`src/hdl/pfcc_defs.vh`:
```
// command codes, addresses and timing counts for the parallel flash host controller
`ifndef PFCC_DEFS_VH
`define PFCC_DEFS_VH
`define PFCC_ADDR_UNLOCK1 16'h5555
`define PFCC_ADDR_UNLOCK2 16'h2aaa
`define PFCC_DATA_UNLOCK1 8'haa
`define PFCC_DATA_UNLOCK2 8'h55
`define PFCC_DATA_SETUP 8'h80
`define PFCC_DATA_ERASE 8'h10
`define PFCC_DATA_LOCK 8'h40
`define PFCC_DATA_PROGRAM 8'ha0
`define PFCC_DATA_ID_ENTER 8'h90
`define PFCC_DATA_ID_EXIT 8'hf0
`define PFCC_ADDR_LOCK_STATUS 16'h0002
`define PFCC_LOCK_STATUS_BIT 0
`define PFCC_POLL_STATUS_BIT 7
`define PFCC_ERASED_BYTE 8'hff
`define PFCC_BOOT_LAST 16'h1fff
`define PFCC_CLK_MHZ 40
`define PFCC_STROBE_NS 100
`define PFCC_STROBE_CYC ((`PFCC_STROBE_NS * `PFCC_CLK_MHZ + 999) / 1000)
`define PFCC_BYTE_PROGRAM_US 30
`define PFCC_BYTE_PROGRAM_CYC (`PFCC_BYTE_PROGRAM_US * `PFCC_CLK_MHZ)
`define PFCC_CHIP_ERASE_S 10
`define PFCC_CHIP_ERASE_CYC (`PFCC_CHIP_ERASE_S * 1000000 * `PFCC_CLK_MHZ)
`define PFCC_OP_READ 3'h0
`define PFCC_OP_PROGRAM 3'h1
`define PFCC_OP_ERASE 3'h2
`define PFCC_OP_LOCK 3'h3
`define PFCC_OP_LOCK_CHECK 3'h4
`define PFCC_OP_ID_EXIT 3'h5
`endif

```
`src/hdl/pfcc_bus_cycle.v`:
```
// one strobed bus access (write or read) on the flash pins
`timescale 1ns/1ps
`include "pfcc_defs.vh"
module pfcc_bus_cycle #(
  parameter STROBE_CYC = `PFCC_STROBE_CYC
) (
  input wire ref_clk_i,
  input wire rst_n_i,
  input wire start_i,
  input wire write_i,
  input wire [15:0] addr_i,
  input wire [7:0] wdata_i,
  input wire [7:0] data_in_i,
  output reg done_o,
  output reg [7:0] rdata_o,
  output reg [15:0] address_lines_o,
  output reg [7:0] data_lines_o,
  output reg data_lines_oe_o,
  output reg chip_sel_n_o,
  output reg out_en_n_o,
  output reg wr_n_o
);
  localparam S_IDLE = 2'd0;
  localparam S_SETUP = 2'd1;
  localparam S_STROBE = 2'd2;
  localparam S_HOLD = 2'd3;
  reg [1:0] state_q;
  reg [15:0] cnt_q;
  reg write_q;
  always @(posedge ref_clk_i) begin
    if (!rst_n_i) begin
      state_q <= S_IDLE;
      cnt_q <= 16'h0000;
      write_q <= 1'b0;
      done_o <= 1'b0;
      rdata_o <= 8'h00;
      address_lines_o <= 16'h0000;
      data_lines_o <= 8'h00;
      data_lines_oe_o <= 1'b0;
      chip_sel_n_o <= 1'b1;
      out_en_n_o <= 1'b1;
      wr_n_o <= 1'b1;
    end else begin
      done_o <= 1'b0;
      case (state_q)
        S_IDLE: begin
          if (start_i) begin
            // address settles a cycle before any strobe falls
            address_lines_o <= addr_i;
            data_lines_o <= wdata_i;
            data_lines_oe_o <= write_i;
            write_q <= write_i;
            state_q <= S_SETUP;
          end
        end
        S_SETUP: begin
          // chip select and strobe fall together; address already stable
          chip_sel_n_o <= 1'b0;
          wr_n_o <= ~write_q;
          out_en_n_o <= write_q;
          cnt_q <= STROBE_CYC[15:0];
          state_q <= S_STROBE;
        end
        S_STROBE: begin
          if (cnt_q <= 16'h0001) begin
            // data held across the rising strobe edge
            wr_n_o <= 1'b1;
            out_en_n_o <= 1'b1;
            chip_sel_n_o <= 1'b1;
            rdata_o <= data_in_i;
            state_q <= S_HOLD;
          end else begin
            cnt_q <= cnt_q - 16'h0001;
          end
        end
        S_HOLD: begin
          data_lines_oe_o <= 1'b0;
          done_o <= 1'b1;
          state_q <= S_IDLE;
        end
        default: state_q <= S_IDLE;
      endcase
    end
  end
endmodule

```
`src/hdl/pfcc_host.v`:
```
// host controller sequencing commands, reads and polling on a parallel flash
// Contract
// - erase before reprogramming any byte (not checked by the host; a mismatched read-back sets error_o)
// - chip erase via six-write sequence
// - program is four writes, last carries target
// - new access only after program ends (after a poll timeout the host sets error_o and takes new requests)
// - lockout via six-write sequence
// - exit id mode after lock check
// - unlock aa/55, 80 setup, 10 erase, 40 lock
// - id entry 90, exit by f0
`timescale 1ns/1ps
`include "pfcc_defs.vh"
module pfcc_host #(
  parameter PROGRAM_TIMEOUT_CYC = `PFCC_BYTE_PROGRAM_CYC * 4,
  parameter ERASE_TIMEOUT_CYC = `PFCC_CHIP_ERASE_CYC,
  parameter STROBE_CYC = `PFCC_STROBE_CYC
) (
  input wire ref_clk_i,
  input wire rst_n_i,
  input wire req_i,
  input wire [2:0] op_i,
  input wire [15:0] addr_i,
  input wire [7:0] wdata_i,
  input wire [7:0] data_lines_i,
  output reg busy_o,
  output reg done_o,
  output reg error_o,
  output reg [7:0] rdata_o,
  output reg lock_status_o,
  output wire [15:0] address_lines_o,
  output wire [7:0] data_lines_o,
  output wire data_lines_oe_o,
  output wire chip_sel_n_o,
  output wire out_en_n_o,
  output wire wr_n_o
);
  localparam S_IDLE = 3'd0;
  localparam S_ISSUE = 3'd1;
  localparam S_WAIT = 3'd2;
  localparam S_POLL = 3'd3;
  localparam S_POLL_WAIT = 3'd4;
  localparam S_FINISH = 3'd5;
  reg [2:0] state_q;
  reg [2:0] op_q;
  reg [2:0] step_q;
  reg [15:0] addr_q;
  reg [7:0] wdata_q;
  reg [31:0] timer_q;
  reg cyc_start_q;
  reg cyc_write_q;
  reg [15:0] cyc_addr_q;
  reg [7:0] cyc_data_q;
  reg [2:0] len_d;
  reg [15:0] step_addr_d;
  reg [7:0] step_data_d;
  reg step_write_d;
  wire cyc_done;
  wire [7:0] cyc_rdata;
  wire last_step;
  wire [7:0] poll_expect;
  pfcc_bus_cycle #(
    .STROBE_CYC(STROBE_CYC)
  ) u_cycle (
    .ref_clk_i(ref_clk_i),
    .rst_n_i(rst_n_i),
    .start_i(cyc_start_q),
    .write_i(cyc_write_q),
    .addr_i(cyc_addr_q),
    .wdata_i(cyc_data_q),
    .data_in_i(data_lines_i),
    .done_o(cyc_done),
    .rdata_o(cyc_rdata),
    .address_lines_o(address_lines_o),
    .data_lines_o(data_lines_o),
    .data_lines_oe_o(data_lines_oe_o),
    .chip_sel_n_o(chip_sel_n_o),
    .out_en_n_o(out_en_n_o),
    .wr_n_o(wr_n_o)
  );
  // sequence length and per-step address/data for the latched operation
  always @* begin
    len_d = 3'd1;
    step_write_d = 1'b1;
    step_addr_d = `PFCC_ADDR_UNLOCK1;
    step_data_d = `PFCC_DATA_UNLOCK1;
    case (op_q)
      `PFCC_OP_PROGRAM: len_d = 3'd4;
      `PFCC_OP_ERASE: len_d = 3'd6;
      `PFCC_OP_LOCK: len_d = 3'd6;
      `PFCC_OP_LOCK_CHECK: len_d = 3'd5;
      `PFCC_OP_ID_EXIT: len_d = 3'd1;
      default: len_d = 3'd1;
    endcase
    case (step_q)
      3'd0, 3'd3: begin
        step_addr_d = `PFCC_ADDR_UNLOCK1;
        step_data_d = `PFCC_DATA_UNLOCK1;
      end
      3'd1, 3'd4: begin
        step_addr_d = `PFCC_ADDR_UNLOCK2;
        step_data_d = `PFCC_DATA_UNLOCK2;
      end
      3'd2: begin
        step_addr_d = `PFCC_ADDR_UNLOCK1;
        case (op_q)
          `PFCC_OP_PROGRAM: step_data_d = `PFCC_DATA_PROGRAM;
          `PFCC_OP_LOCK_CHECK: step_data_d = `PFCC_DATA_ID_ENTER;
          default: step_data_d = `PFCC_DATA_SETUP;
        endcase
      end
      default: begin
        step_addr_d = `PFCC_ADDR_UNLOCK1;
        step_data_d = `PFCC_DATA_UNLOCK1;
      end
    endcase
    if (op_q == `PFCC_OP_PROGRAM && step_q == 3'd3) begin
      step_addr_d = addr_q;
      step_data_d = wdata_q;
    end
    if (op_q == `PFCC_OP_ERASE && step_q == 3'd5) begin
      step_data_d = `PFCC_DATA_ERASE;
    end
    if (op_q == `PFCC_OP_LOCK && step_q == 3'd5) begin
      step_data_d = `PFCC_DATA_LOCK;
    end
    if (op_q == `PFCC_OP_LOCK_CHECK && step_q == 3'd3) begin
      step_write_d = 1'b0;
      step_addr_d = `PFCC_ADDR_LOCK_STATUS;
    end
    if (op_q == `PFCC_OP_LOCK_CHECK && step_q == 3'd4) begin
      step_data_d = `PFCC_DATA_ID_EXIT;
    end
    if (op_q == `PFCC_OP_ID_EXIT) begin
      step_data_d = `PFCC_DATA_ID_EXIT;
    end
    if (op_q == `PFCC_OP_READ) begin
      step_write_d = 1'b0;
      step_addr_d = addr_q;
    end
  end
  assign last_step = (step_q == len_d - 3'd1);
  assign poll_expect = wdata_q;
  always @(posedge ref_clk_i) begin
    if (!rst_n_i) begin
      state_q <= S_IDLE;
      op_q <= `PFCC_OP_READ;
      step_q <= 3'd0;
      addr_q <= 16'h0000;
      wdata_q <= 8'h00;
      timer_q <= 32'h00000000;
      cyc_start_q <= 1'b0;
      cyc_write_q <= 1'b0;
      cyc_addr_q <= 16'h0000;
      cyc_data_q <= 8'h00;
      busy_o <= 1'b0;
      done_o <= 1'b0;
      error_o <= 1'b0;
      rdata_o <= 8'h00;
      lock_status_o <= 1'b0;
    end else begin
      cyc_start_q <= 1'b0;
      done_o <= 1'b0;
      case (state_q)
        S_IDLE: begin
          if (req_i) begin
            // requests arriving while busy are dropped, so software must wait for done
            op_q <= op_i;
            addr_q <= addr_i;
            wdata_q <= wdata_i;
            step_q <= 3'd0;
            busy_o <= 1'b1;
            error_o <= 1'b0;
            state_q <= S_ISSUE;
          end
        end
        S_ISSUE: begin
          cyc_start_q <= 1'b1;
          cyc_write_q <= step_write_d;
          cyc_addr_q <= step_addr_d;
          cyc_data_q <= step_data_d;
          state_q <= S_WAIT;
        end
        S_WAIT: begin
          if (cyc_done) begin
            if (!step_write_d) begin
              rdata_o <= cyc_rdata;
              if (op_q == `PFCC_OP_LOCK_CHECK) begin
                lock_status_o <= cyc_rdata[`PFCC_LOCK_STATUS_BIT];
              end
            end
            if (last_step) begin
              timer_q <= 32'h00000000;
              if (op_q == `PFCC_OP_PROGRAM || op_q == `PFCC_OP_ERASE ||
                  op_q == `PFCC_OP_LOCK) begin
                state_q <= S_POLL;
              end else begin
                state_q <= S_FINISH;
              end
            end else begin
              step_q <= step_q + 3'd1;
              state_q <= S_ISSUE;
            end
          end
        end
        S_POLL: begin
          // erase and lock poll for a set bit 7 at the first unlock address, not the target address
          cyc_start_q <= 1'b1;
          cyc_write_q <= 1'b0;
          cyc_addr_q <= (op_q == `PFCC_OP_PROGRAM) ? addr_q : `PFCC_ADDR_UNLOCK1;
          state_q <= S_POLL_WAIT;
        end
        S_POLL_WAIT: begin
          timer_q <= timer_q + 32'h00000001;
          if (cyc_done) begin
            rdata_o <= cyc_rdata;
            if (op_q == `PFCC_OP_PROGRAM &&
                cyc_rdata[`PFCC_POLL_STATUS_BIT] == poll_expect[`PFCC_POLL_STATUS_BIT]) begin
              // bit 7 matching bit 7 of the written data means the program cycle has ended
              error_o <= (cyc_rdata != wdata_q);
              state_q <= S_FINISH;
            end else if (op_q != `PFCC_OP_PROGRAM &&
                         cyc_rdata[`PFCC_POLL_STATUS_BIT]) begin
              state_q <= S_FINISH;
            end else if ((op_q == `PFCC_OP_PROGRAM && timer_q >= PROGRAM_TIMEOUT_CYC) ||
                         (op_q != `PFCC_OP_PROGRAM && timer_q >= ERASE_TIMEOUT_CYC)) begin
              error_o <= 1'b1;
              state_q <= S_FINISH;
            end else begin
              state_q <= S_POLL;
            end
          end
        end
        S_FINISH: begin
          busy_o <= 1'b0;
          done_o <= 1'b1;
          state_q <= S_IDLE;
        end
        default: state_q <= S_IDLE;
      endcase
    end
  end
endmodule

```
`config.mk`:
```
export PLATFORM = sky130hd
export DESIGN_NAME = pfcc_host
export DESIGN_NICKNAME = d
export VERILOG_FILES = /design/src/hdl/pfcc_bus_cycle.v /design/src/hdl/pfcc_host.v
export VERILOG_INCLUDE_DIRS = /design/src /design/src/hdl
export SDC_FILE = /design/constraint.sdc
export NUM_CORES = 1
export LEC_CHECK = 0
export ABC_AREA = 1
export BUFFER_PORTS_ARGS = -buffer_cell sky130_fd_sc_hd__buf_2
export CAP_MARGIN = 30
export CORE_MARGIN = 2
export CORE_UTILIZATION = 30
export CTS_BUF_LIST = sky130_fd_sc_hd__clkbuf_8
export DETAILED_ROUTE_END_ITERATION = 16
export MAX_ROUTING_LAYER = met4
export SYNTH_ARGS = -nofsm -noshare
export SYNTH_HDL_FRONTEND = slang
export SYNTH_SLANG_ARGS = --single-unit
```
`constraint.sdc`:
```
create_clock -name ref_clk_i -period 2.5 [get_ports ref_clk_i]
set_input_delay 0.5 -clock ref_clk_i [delete_from_list [all_inputs] [get_ports ref_clk_i]]
set_output_delay 0.5 -clock ref_clk_i [all_outputs]
set_load 0.01 [all_outputs]
```
# --- Word-level counts from Yosys, hierarchy flattened ---
# Index checks and enable logic that the tools add are counted.
classes:
  n_addsub: 4
  order_cmp: 3
  n_eq_ne: 33
  mux: 59
  bitwise_logic: 2
  n_reduce_logical: 39
ops:
  columns: ["op", "n"]
  rows:
  - ["16-bit two-way mux", 5]
  - ["32-bit two-way mux", 2]
  - ["8-bit two-way mux", 8]
  - ["16-bit one-hot mux with 2 select lines", 2]
  - ["32-bit one-hot mux with 2 select lines", 1]
  - ["3-bit two-way mux", 11]
  - ["32-bit by 1-bit adder with 32-bit output (second input constant)", 1]
  - ["32-bit by 13-bit >= comparator with 1-bit output (second input constant)", 1]
  - ["32-bit by 29-bit >= comparator with 1-bit output (second input constant)", 1]
  - ["8-bit one-hot mux with 2 select lines", 2]
  - ["3-bit by 2-bit == test with 1-bit output (second input constant)", 6]
  - ["3-bit == test (second input constant)", 6]
  - ["16-bit by 1-bit less-or-equal comparator with 1-bit output (second input constant)", 1]
  - ["2-bit AND reduction", 8]
  - ["16-bit by 1-bit subtractor with 16-bit output (second input constant)", 1]
  - ["15-bit two-way mux", 1]
  - ["3-bit one-hot mux with 5 select lines", 1]
  - ["1-bit one-hot mux with 2 select lines", 7]
  - ["2-bit nonzero test", 7]
  - ["1-bit two-way mux", 13]
  - ["2-bit != test (second input constant)", 6]
  - ["6-bit one-hot mux with 2 select lines", 1]
  - ["4-bit AND reduction", 3]
  - ["3-bit by 1-bit == test with 1-bit output (second input constant)", 3]
  - ["22 further kinds", 42]
word_totals:
  reg_bits: 159
  in_bits: 38
  output_inout_bits: 40
  word_cells: 166

# --- Longest topological paths before layout ---
# Gate-level depths: netlist (run 1).
depth:
  ltp_word: 8
  depth_mapped: 13
  ltp_nobuf: 13

# --- By module ---
# A second synthesis (run 1) with hierarchy kept.
hier_totals:
  hier_cells: 1139
  hier_area_um2: 7772.5
by_module_without_submodules:
  columns: ["mod", "n_inst", "cells_per_inst", "area_per_inst_um2", "seq_area_each_um2"]
  rows:
  - ["pfcc_host", 1, 783, 5296.3, 2062.0]
  - ["pfcc_bus_cycle", 1, 356, 2476.1, 1121.1]

# --- Worst setup path after synthesis (run 1) ---
# No wires, ideal clock.
synth_path:
  kind: "reg-to-reg"
  start: "reg op_q[1]"
  end: "reg timer_q[0]"
  setup_time_ns: 0.113
  t_arrival_ns: 1.719
  t_required_ns: 2.387
  setup_slack_ns: 0.668
  stages_incl_launch_ff: 14
  n_path_buf: 1
  period_less_slack_ns: 1.832
  cell_sequence: "dfxtp_1 -> inv_2 -> nand2_2 -> nand2_2 -> inv_2 -> ha_1 -> xnor2_1 -> nor3_2 -> nand2_1 -> nand2_1 -> nand3_2 -> buf_6 -> o21ai_1 -> inv_1"
synth_between:
  elab_chain_len: 7
  elab_cells_between_ends: 10
  cone_classes: "add/sub (1); eq/ne (6); mux (1); reduce/logical (2)"
synth_lines:
  columns: ["element", "line_no", "rtl"]
  rows:
  - ["start: declaration", "pfcc_host.v:44", "reg [2:0] op_q;"]
  - ["start signal: assignment", "pfcc_host.v:146", "op_q <= `PFCC_OP_READ;"]
  - ["start signal: assignment", "pfcc_host.v:167", "op_q <= op_i;"]
  - ["3-bit by 2-bit == test with 1-bit output", "pfcc_host.v:86", "case (op_q)"]
  - ["2-bit OR reduction (no source line)", null, null]
  - ["3-bit one-hot mux with 3 select lines *", "pfcc_host.v:86", null]
  - ["3-bit by 1-bit subtractor with 3-bit output *", "pfcc_host.v:141", "assign last_step = (step_q == len_d - 3'd1);"]
  - ["3-bit == test *", "pfcc_host.v:141", null]
  - ["2-bit != test (no source line) *", null, null]
  - ["3-bit AND reduction (no source line) *", null, null]
  - ["end signal: assignment", "pfcc_host.v:213", "timer_q <= timer_q + 32'h00000001;"]
  - ["end: declaration", "pfcc_host.v:48", "reg [31:0] timer_q;"]
# Mark *: on every way between the ends. The rest lies on a longest branch, timed or not.
# A chain may end at the register's enable or synchronous reset.

# --- Final worst setup path (run 1) ---
layout_path:
  start: "reg op_q[1]"
  end: "reg timer_q[21]"
# The elaborated chain is that of the path after synthesis.

==> results of run 1 <==
worst min path at each step:
stage | endpoint | cells past startpoint | startpoint | slack, ps
4_1_cts | addr_q[11]$_SDFFE_PN0P_ | 3 | addr_i[11] | 290
6_report | u_cycle.rdata_o[6]$_SDFFE_PN0P_ | 3 | data_lines_i[6] | 310
5_1_grt | addr_q[5]$_SDFFE_PN0P_ | 3 | addr_i[5] | 300
3_5_place_dp | addr_q[1]$_SDFFE_PN0P_ | 2 | addr_q[1]$_SDFFE_PN0P_ | 450
2_1_floorplan | addr_q[1]$_SDFFE_PN0P_ | 2 | addr_q[1]$_SDFFE_PN0P_ | 420
3_3_place_gp | addr_q[1]$_SDFFE_PN0P_ | 2 | addr_q[1]$_SDFFE_PN0P_ | 440
cells in the mapped netlist, types with 2 or more instances:
master,count,area (um^2)
nand2_1,222,833
dfxtp_1,159,3180
nor2_1,144,541
a21oi_1,105,526
inv_1,96,360
o21ai_0,81,405
nand3_1,65,325
clkbuf_1,30,113
nor3_1,16,80.1
ha_1,14,175
inv_2,14,52.6
a211oi_1,11,82.6
a31oi_1,11,68.8
or2_2,11,68.8
nand4_1,10,62.6
o22ai_1,9,56.3
xor2_1,9,78.8
nor2_2,8,50.1
nand3b_1,6,45.0
o211ai_1,6,45.0
xnor2_1,6,52.6
buf_6,5,56.3
nor2_4,5,56.3
nor3_2,5,50.1
o21ai_1,5,25.0
buf_2,4,20.0
nand2_2,4,25.0
nand3_2,4,40.0
nor4_1,4,25.0
a221oi_1,3,26.3
o21a_1,3,22.5
a32oi_1,2,17.5
clkbuf_2,2,10.0
clkinv_1,2,7.51
nand2_4,2,22.5
nor3b_1,2,15.0
o311a_1,2,20.0
o31ai_1,2,15.0
or2_1,2,12.5
stage by stage:
step                hold slack (ps)  setup slack, ps   util  instance area (um^2)  instances
floorplan                       424              668      -                  7730       1098
global placement                441              424  0.334                  8430       1475
detailed placement              446              392  0.334                  8430       1475
CTS                             288              376  0.348                  8790       1506
global route                    297             64.3  0.348                  8790       1506
finish                          310              374  0.348                  8790       1506
registers in the layout, summed over array words and instances, names as in the netlist, 2 cells and up:
| register | count |
|---|---|
| addr_q | 16 |
| cyc_data_q | 8 |
| step_q | 3 |
| poll_expect | 8 |
| u_cycle.cnt_q | 16 |
| state_q | 3 |
| u_cycle.state_q | 2 |
| timer_q | 32 |
| cyc_addr_q | 16 |
| op_q | 3 |
| u_cycle.data_lines_o | 8 |
| u_cycle.rdata_o | 8 |
| rdata_o | 8 |
| u_cycle.address_lines_o | 16 |
worst max-delay path: cells and delay by family (launching register included):
family,cells,cell delay [ps]
buffers and inverters,3,390
and+or+nand+nor,8,720
adders and majority gates,1,230
xor gates and xnor gates,1,140
AOI/OAI and AO/OA,1,110
DFF,1,420
cell families after synthesis:
logic type,share of synthesized area
AOI/OAI and AO/OA,0.177
DFF,0.412
and+or+nand+nor,0.291
xor gates and xnor gates,0.0170
buffers and inverters,0.0806
adders and majority gates,0.0227
metal layers:
layer  up-vias  global-route usage  share of wire
li1       3759                   -              -
met1      3325               0.187           0.46
met2       125               0.266           0.49
met3        28              0.0299          0.034
met4         0              0.0502          0.021
met5         -                   -              0
area by class of cell:
cell class              instances  area [um^2]  share of cell area
multi-input cells             785         3930               0.447
flip-flops and latches        159         3180               0.362
repair buffers                 89          488              0.0555
inverters                     112          420              0.0478
well taps                     330          413              0.0470
clock buffers                  17          234              0.0266
clock inverters                14          128              0.0145
power breakdown:
| part | switching [uW] | leakage [uW] | internal [uW] |
|---|---|---|---|
| Combinational | 2160 | 0.00199 | 1120 |
| Sequential | 339 | 0.00129 | 3060 |
| Clock | 1070 | 0.000176 | 717 |
==> reports/metrics.cfg, run 1 <==
[status]
status = finished clean

[synth]
syn_area_um2 = 7730
synth_edf_count = 0
yosysWarnings = 0
synth_seq_cells = 159
synthDistinctLibCells = 46
syn_nets = 1150
synth-main-ff-cell = dfxtp_1
async_flop_share = 0
synth.yosys.seq_area_share = 0.412
synth_cells = 1098
syn_area_per_cell_um2 = 7.04

[finish]
diodes = 0
num-fill-cells = 2779
layout_commonest_cell = nand2_1
final_cell_mix = nand2_1, dfxtp_1, nor2_1
drive_gt1_frac = 0.150
syn_to_final_growth_pct = 13.7
fin_nets = 1216

[timing]
period_needed_ps = 2130
setup_violations = 0
drv_slew = 0
hold_violations = 0
slew_headroom = 0.700
tightest_slew_ps = 446
skew_ps = 20.8
rsz0062_at_grt = no
timing.fmax_mhz = 470
setup_tns_ps = 0
finalCritPeriodShare = 0.850

[global_routing]
grt.total_usage = 0.157
grt_max_degree = 67
grt_pass1_wl_um = 33300
grt_overflow = 0
grt_pass1_vias = 6759
antenna_found_initial = 0

[power]
peakVddDrop_mv = 0.688
cellLeakagePower_uw = 0.00346
report.power.total_uw = 8460
powerDensity_nw_per_um2 = 962

[clocking]
clockRootBuffer = clkbuf_8
numClockSinks = 159
holdBufCountCts = 0
clock_path_buffers = 2
cts_resized = 0
htreeDepth = 4
path_clk_slew_ps = 100
cts_tree = built
post_cts_buffers = 0
insertion_delay_ps = 470
cts_made_buffers = 17

[setup_path]
worstSetupEndpointType = flip-flop
start_kind = flip-flop
reg2reg_from = op_q[1]$_SDFFE_PN0P_
path_class = reg -> reg
rrSetupSlack_ps = 370
crit_start = op_q[1]$_SDFFE_PN0P_
endpoint = timer_q[21]$_SDFFE_PN0P_
reg2reg_to = timer_q[21]$_SDFFE_PN0P_
cpMostUsedCell = nand2_1
worstPathCellList = inv_2, nand2_2, nand2_2, inv_2, ha_1, xnor2_1, nor3_2, nand2_1, nand2_1, nand3_2, buf_4, nand2_1, o21a_1, nor2_1
cpPeakStageDelay_ps = 420
r2r_cells = 14
path_max_fanout = 32
crit_slowest_cell = dfxtp_1
worst_ep_arrival_time_ps = 2470
worstPathRequired_ps = 2840

[routing]
firstDrtPassIters = 5
vias_per_cell = 4.81
wl_um = 20200
drtIter0Drc = 480
ant_nets = 0
vias = 7237
post_drt_wl_per_cell_um = 13.4
drc = 0

[die]
initial_core_util = 0.306
dieArea_um2 = 27100
core_area_um2 = 25300
rows = 58
io_pins = 78
die_w_um = 165
die_y_um = 165

[placement]
dp_hpwl_um = 14600
io_buffers = 77
gp_congestion = 0.898

[flow_run]
drv_cap = 0

[worst_hold_path]
hold_path_class = in -> reg

(Power assumes the default switching activity.)
==> inputs of run 2 (changes only) <==
CORE_UTILIZATION = 45   (was 30)
==> run 2 against run 1 <==
  * Clock skew fell by 10 ps
  * Die area fell by 33%
  * Via count fell by 1.3%
  * Largest cell class unchanged
==> reports/metrics.cfg, run 2 (same netlist as run 1, synthesis figures left out) <==
[clocking]
cts_tree = built
numClockSinks = 159  ; unchanged
cts_resized = 0  ; unchanged
holdBufCountCts = 0  ; unchanged
insertion_delay_ps = 460  ; about the same
cts_made_buffers = 17  ; unchanged
clockRootBuffer = clkbuf_8
clock_path_buffers = 2  ; unchanged
path_clk_slew_ps = 90  ; about the same
post_cts_buffers = 0  ; unchanged
htreeDepth = 4  ; unchanged

[setup_path]
worstPathCellList = inv_2, nand2_2, nand2_2, inv_2, ha_1, xnor2_1, nor3_2, nand2_1, nand2_1, nand3_2, buf_4, nand2_1, o21a_1, nor2_1
worstSetupEndpointType = flip-flop
crit_slowest_cell = dfxtp_1
worst_ep_arrival_time_ps = 2480  ; about the same
reg2reg_from = op_q[1]$_SDFFE_PN0P_
crit_buf_inv = 3  ; unchanged
critical_path.top_delay_family = simple AND/OR/NAND/NOR gates
path_max_fanout = 32  ; unchanged
rrSetupSlack_ps = 360  ; about the same
start_kind = flip-flop
cpMostUsedCell = nand2_1
cpPeakStageDelay_ps = 420  ; about the same
r2r_cells = 14  ; unchanged
path_class = reg -> reg
worstPathRequired_ps = 2840  ; about the same
reg2reg_to = timer_q[18]$_SDFFE_PN0P_

[worst_hold_path]
holdPathEnd = addr_q[5]$_SDFFE_PN0P_
hold_start = addr_i[5]
worstHoldPathCells = 3  ; unchanged
hold_path_class = in -> reg

[global_routing]
antenna_found_initial = 0  ; unchanged
grt_overflow = 0  ; unchanged
grt_max_degree = 74  ; +10%
grt.total_usage = 0.225  ; +0.0682
grt_pass1_wl_um = 32000  ; -3.9%
grt_pass1_vias = 6531  ; -3.4%

[finish]
final_cell_mix = nand2_1, dfxtp_1, nor2_1
layout_commonest_cell = nand2_1
finalInstanceArea_um2 = 8740  ; -0.61%
fin_nets = 1218  ; +0.16%
largest_register_ffs = 32  ; unchanged
fin_util = 0.523  ; +0.175
syn_to_final_growth_pct = 13.0
regMostFlops = timer_q
num-fill-cells = 1663  ; -40%
diodes = 0  ; unchanged
drive_gt1_frac = 0.149  ; -0.000381

[placement]
gp_congestion = 0.914  ; +1.8%
io_buffers = 77  ; unchanged
placed_area_um2 = 8320  ; -1.3%
dp_hpwl_um = 13800  ; -5.1%

[die]
core_area_um2 = 16700  ; -34%
die_w_um = 135  ; -18%
rows = 47  ; -19%
io_pins = 78  ; unchanged
initial_core_util = 0.463  ; +0.157
dieArea_um2 = 18300  ; -33%
die_y_um = 135  ; -18%

[routing]
vias = 7142  ; -1.3%
drc = 0  ; unchanged
met1Wirelength_um = 9710  ; +4.9%
wl_met3_um = 828  ; +21%
post_drt_wl_per_cell_um = 13.8  ; +3.0%
drtIter0Drc = 338  ; -30%
top_layer = met4
ant_nets = 0  ; unchanged
wl_um = 19300  ; -4.3%
vias_per_cell = 5.11  ; +6.2%
wl_met2_um = 8450  ; -14%
firstDrtPassIters = 5  ; unchanged

[power]
combPwrFrac = 0.377  ; -0.010
pwr-share-seq = 0.391  ; -0.011
p_sw_frac = 0.400  ; -0.0211
cellLeakagePower_uw = 0.00351  ; +1.4%
p_int_uw = 5230  ; +6.8%
powerDensity_nw_per_um2 = 997  ; +3.6%
peakVddDrop_mv = 0.613  ; -11%
clockPowerShare = 0.232  ; +0.021
p_sw_uw = 3490  ; -2.2%

[timing]
setup_tns_ps = 0  ; unchanged
period_needed_ps = 2140  ; +14.5 ps
setup_violations = 0  ; unchanged
timing.fmax_mhz = 467  ; -0.68%
rsz0062_at_grt = no
skew_ps = 10.6  ; -10.2 ps
drv_slew = 0  ; unchanged
finalCritPeriodShare = 0.856  ; +0.00578
hold_violations = 0  ; unchanged
slew_headroom = 0.645  ; -0.0548
tightest_slew_ps = 532  ; +86.3 ps

[flow_run]
drv_cap = 0  ; unchanged

[status]
status = finished clean

run 2: changes by cell type in the layout (fill, tap and decap cells not counted), moves of 2 or more:
cell,previous run,this run
bufinv_16,0,3
clkinv_4,2,4
inv_6,5,0
inv_1,95,98
run 2: routing by layer:
metal | global-route usage | vias up
li1 | - | 3768
met1 | 0.309 | 3199
met2 | 0.337 | 151
met3 | 0.0383 | 24
met4 | 0.0747 | 0
met5 | - | -
run 2: area by class of cell:
type                            count  area [um^2]  area share
Multi-Input combinational cell    785         3930       0.449
Tap cell                          220          275      0.0315
Clock buffer                       18          248      0.0283
Inverter                          112          420      0.0481
Timing Repair Buffer               91          515      0.0590
Sequential cell                   159         3180       0.364
Clock inverter                     14          170      0.0195
run 2: metrics by stage:
stage	hold WS [ps]	total power, uW	cells	worst slack (ps)
6_report	295	8720	1399	359
5_1_grt	285	9400	1399	144
4_1_cts	267	8800	1399	355
3_5_place_dp	442	6760	1367	384
3_3_place_gp	438	6720	1367	446
2_1_floorplan	424	5940	1098	668
run 2: worst max-delay path by stage:
stage / from / endpoint / slack [ps] / cells after the start
after detailed placement: op_q[1]$_SDFFE_PN0P_ / timer_q[21]$_SDFFE_PN0P_ / 380 / 14
final: op_q[1]$_SDFFE_PN0P_ / timer_q[18]$_SDFFE_PN0P_ / 360 / 14
after floorplan: op_q[1]$_SDFFE_PN0P_ / timer_q[0]$_SDFFE_PN0P_ / 670 / 13
after CTS: op_q[1]$_SDFFE_PN0P_ / timer_q[21]$_SDFFE_PN0P_ / 360 / 14
after global placement: op_q[1]$_SDFFE_PN0P_ / timer_q[21]$_SDFFE_PN0P_ / 450 / 14
after global routing: op_q[1]$_SDFFE_PN0P_ / timer_q[21]$_SDFFE_PN0P_ / 140 / 14
run 2: worst min-delay path, cell delays in order:
cell,delay [ps]
buf_2,90
nand3_1,70
a21oi_1,60
run 2: power by group through the flow:
| stage | combinational (uW) | clock, uW | sequential [uW] |
|---|---|---|---|
| global route | 3740 | 2190 | 3470 |
| CTS | 3310 | 2080 | 3410 |
| finish | 3290 | 2020 | 3410 |
| detailed placement | 3300 | 0 | 3460 |
| floorplan | 2510 | 0 | 3420 |
| global placement | 3270 | 0 | 3460 |
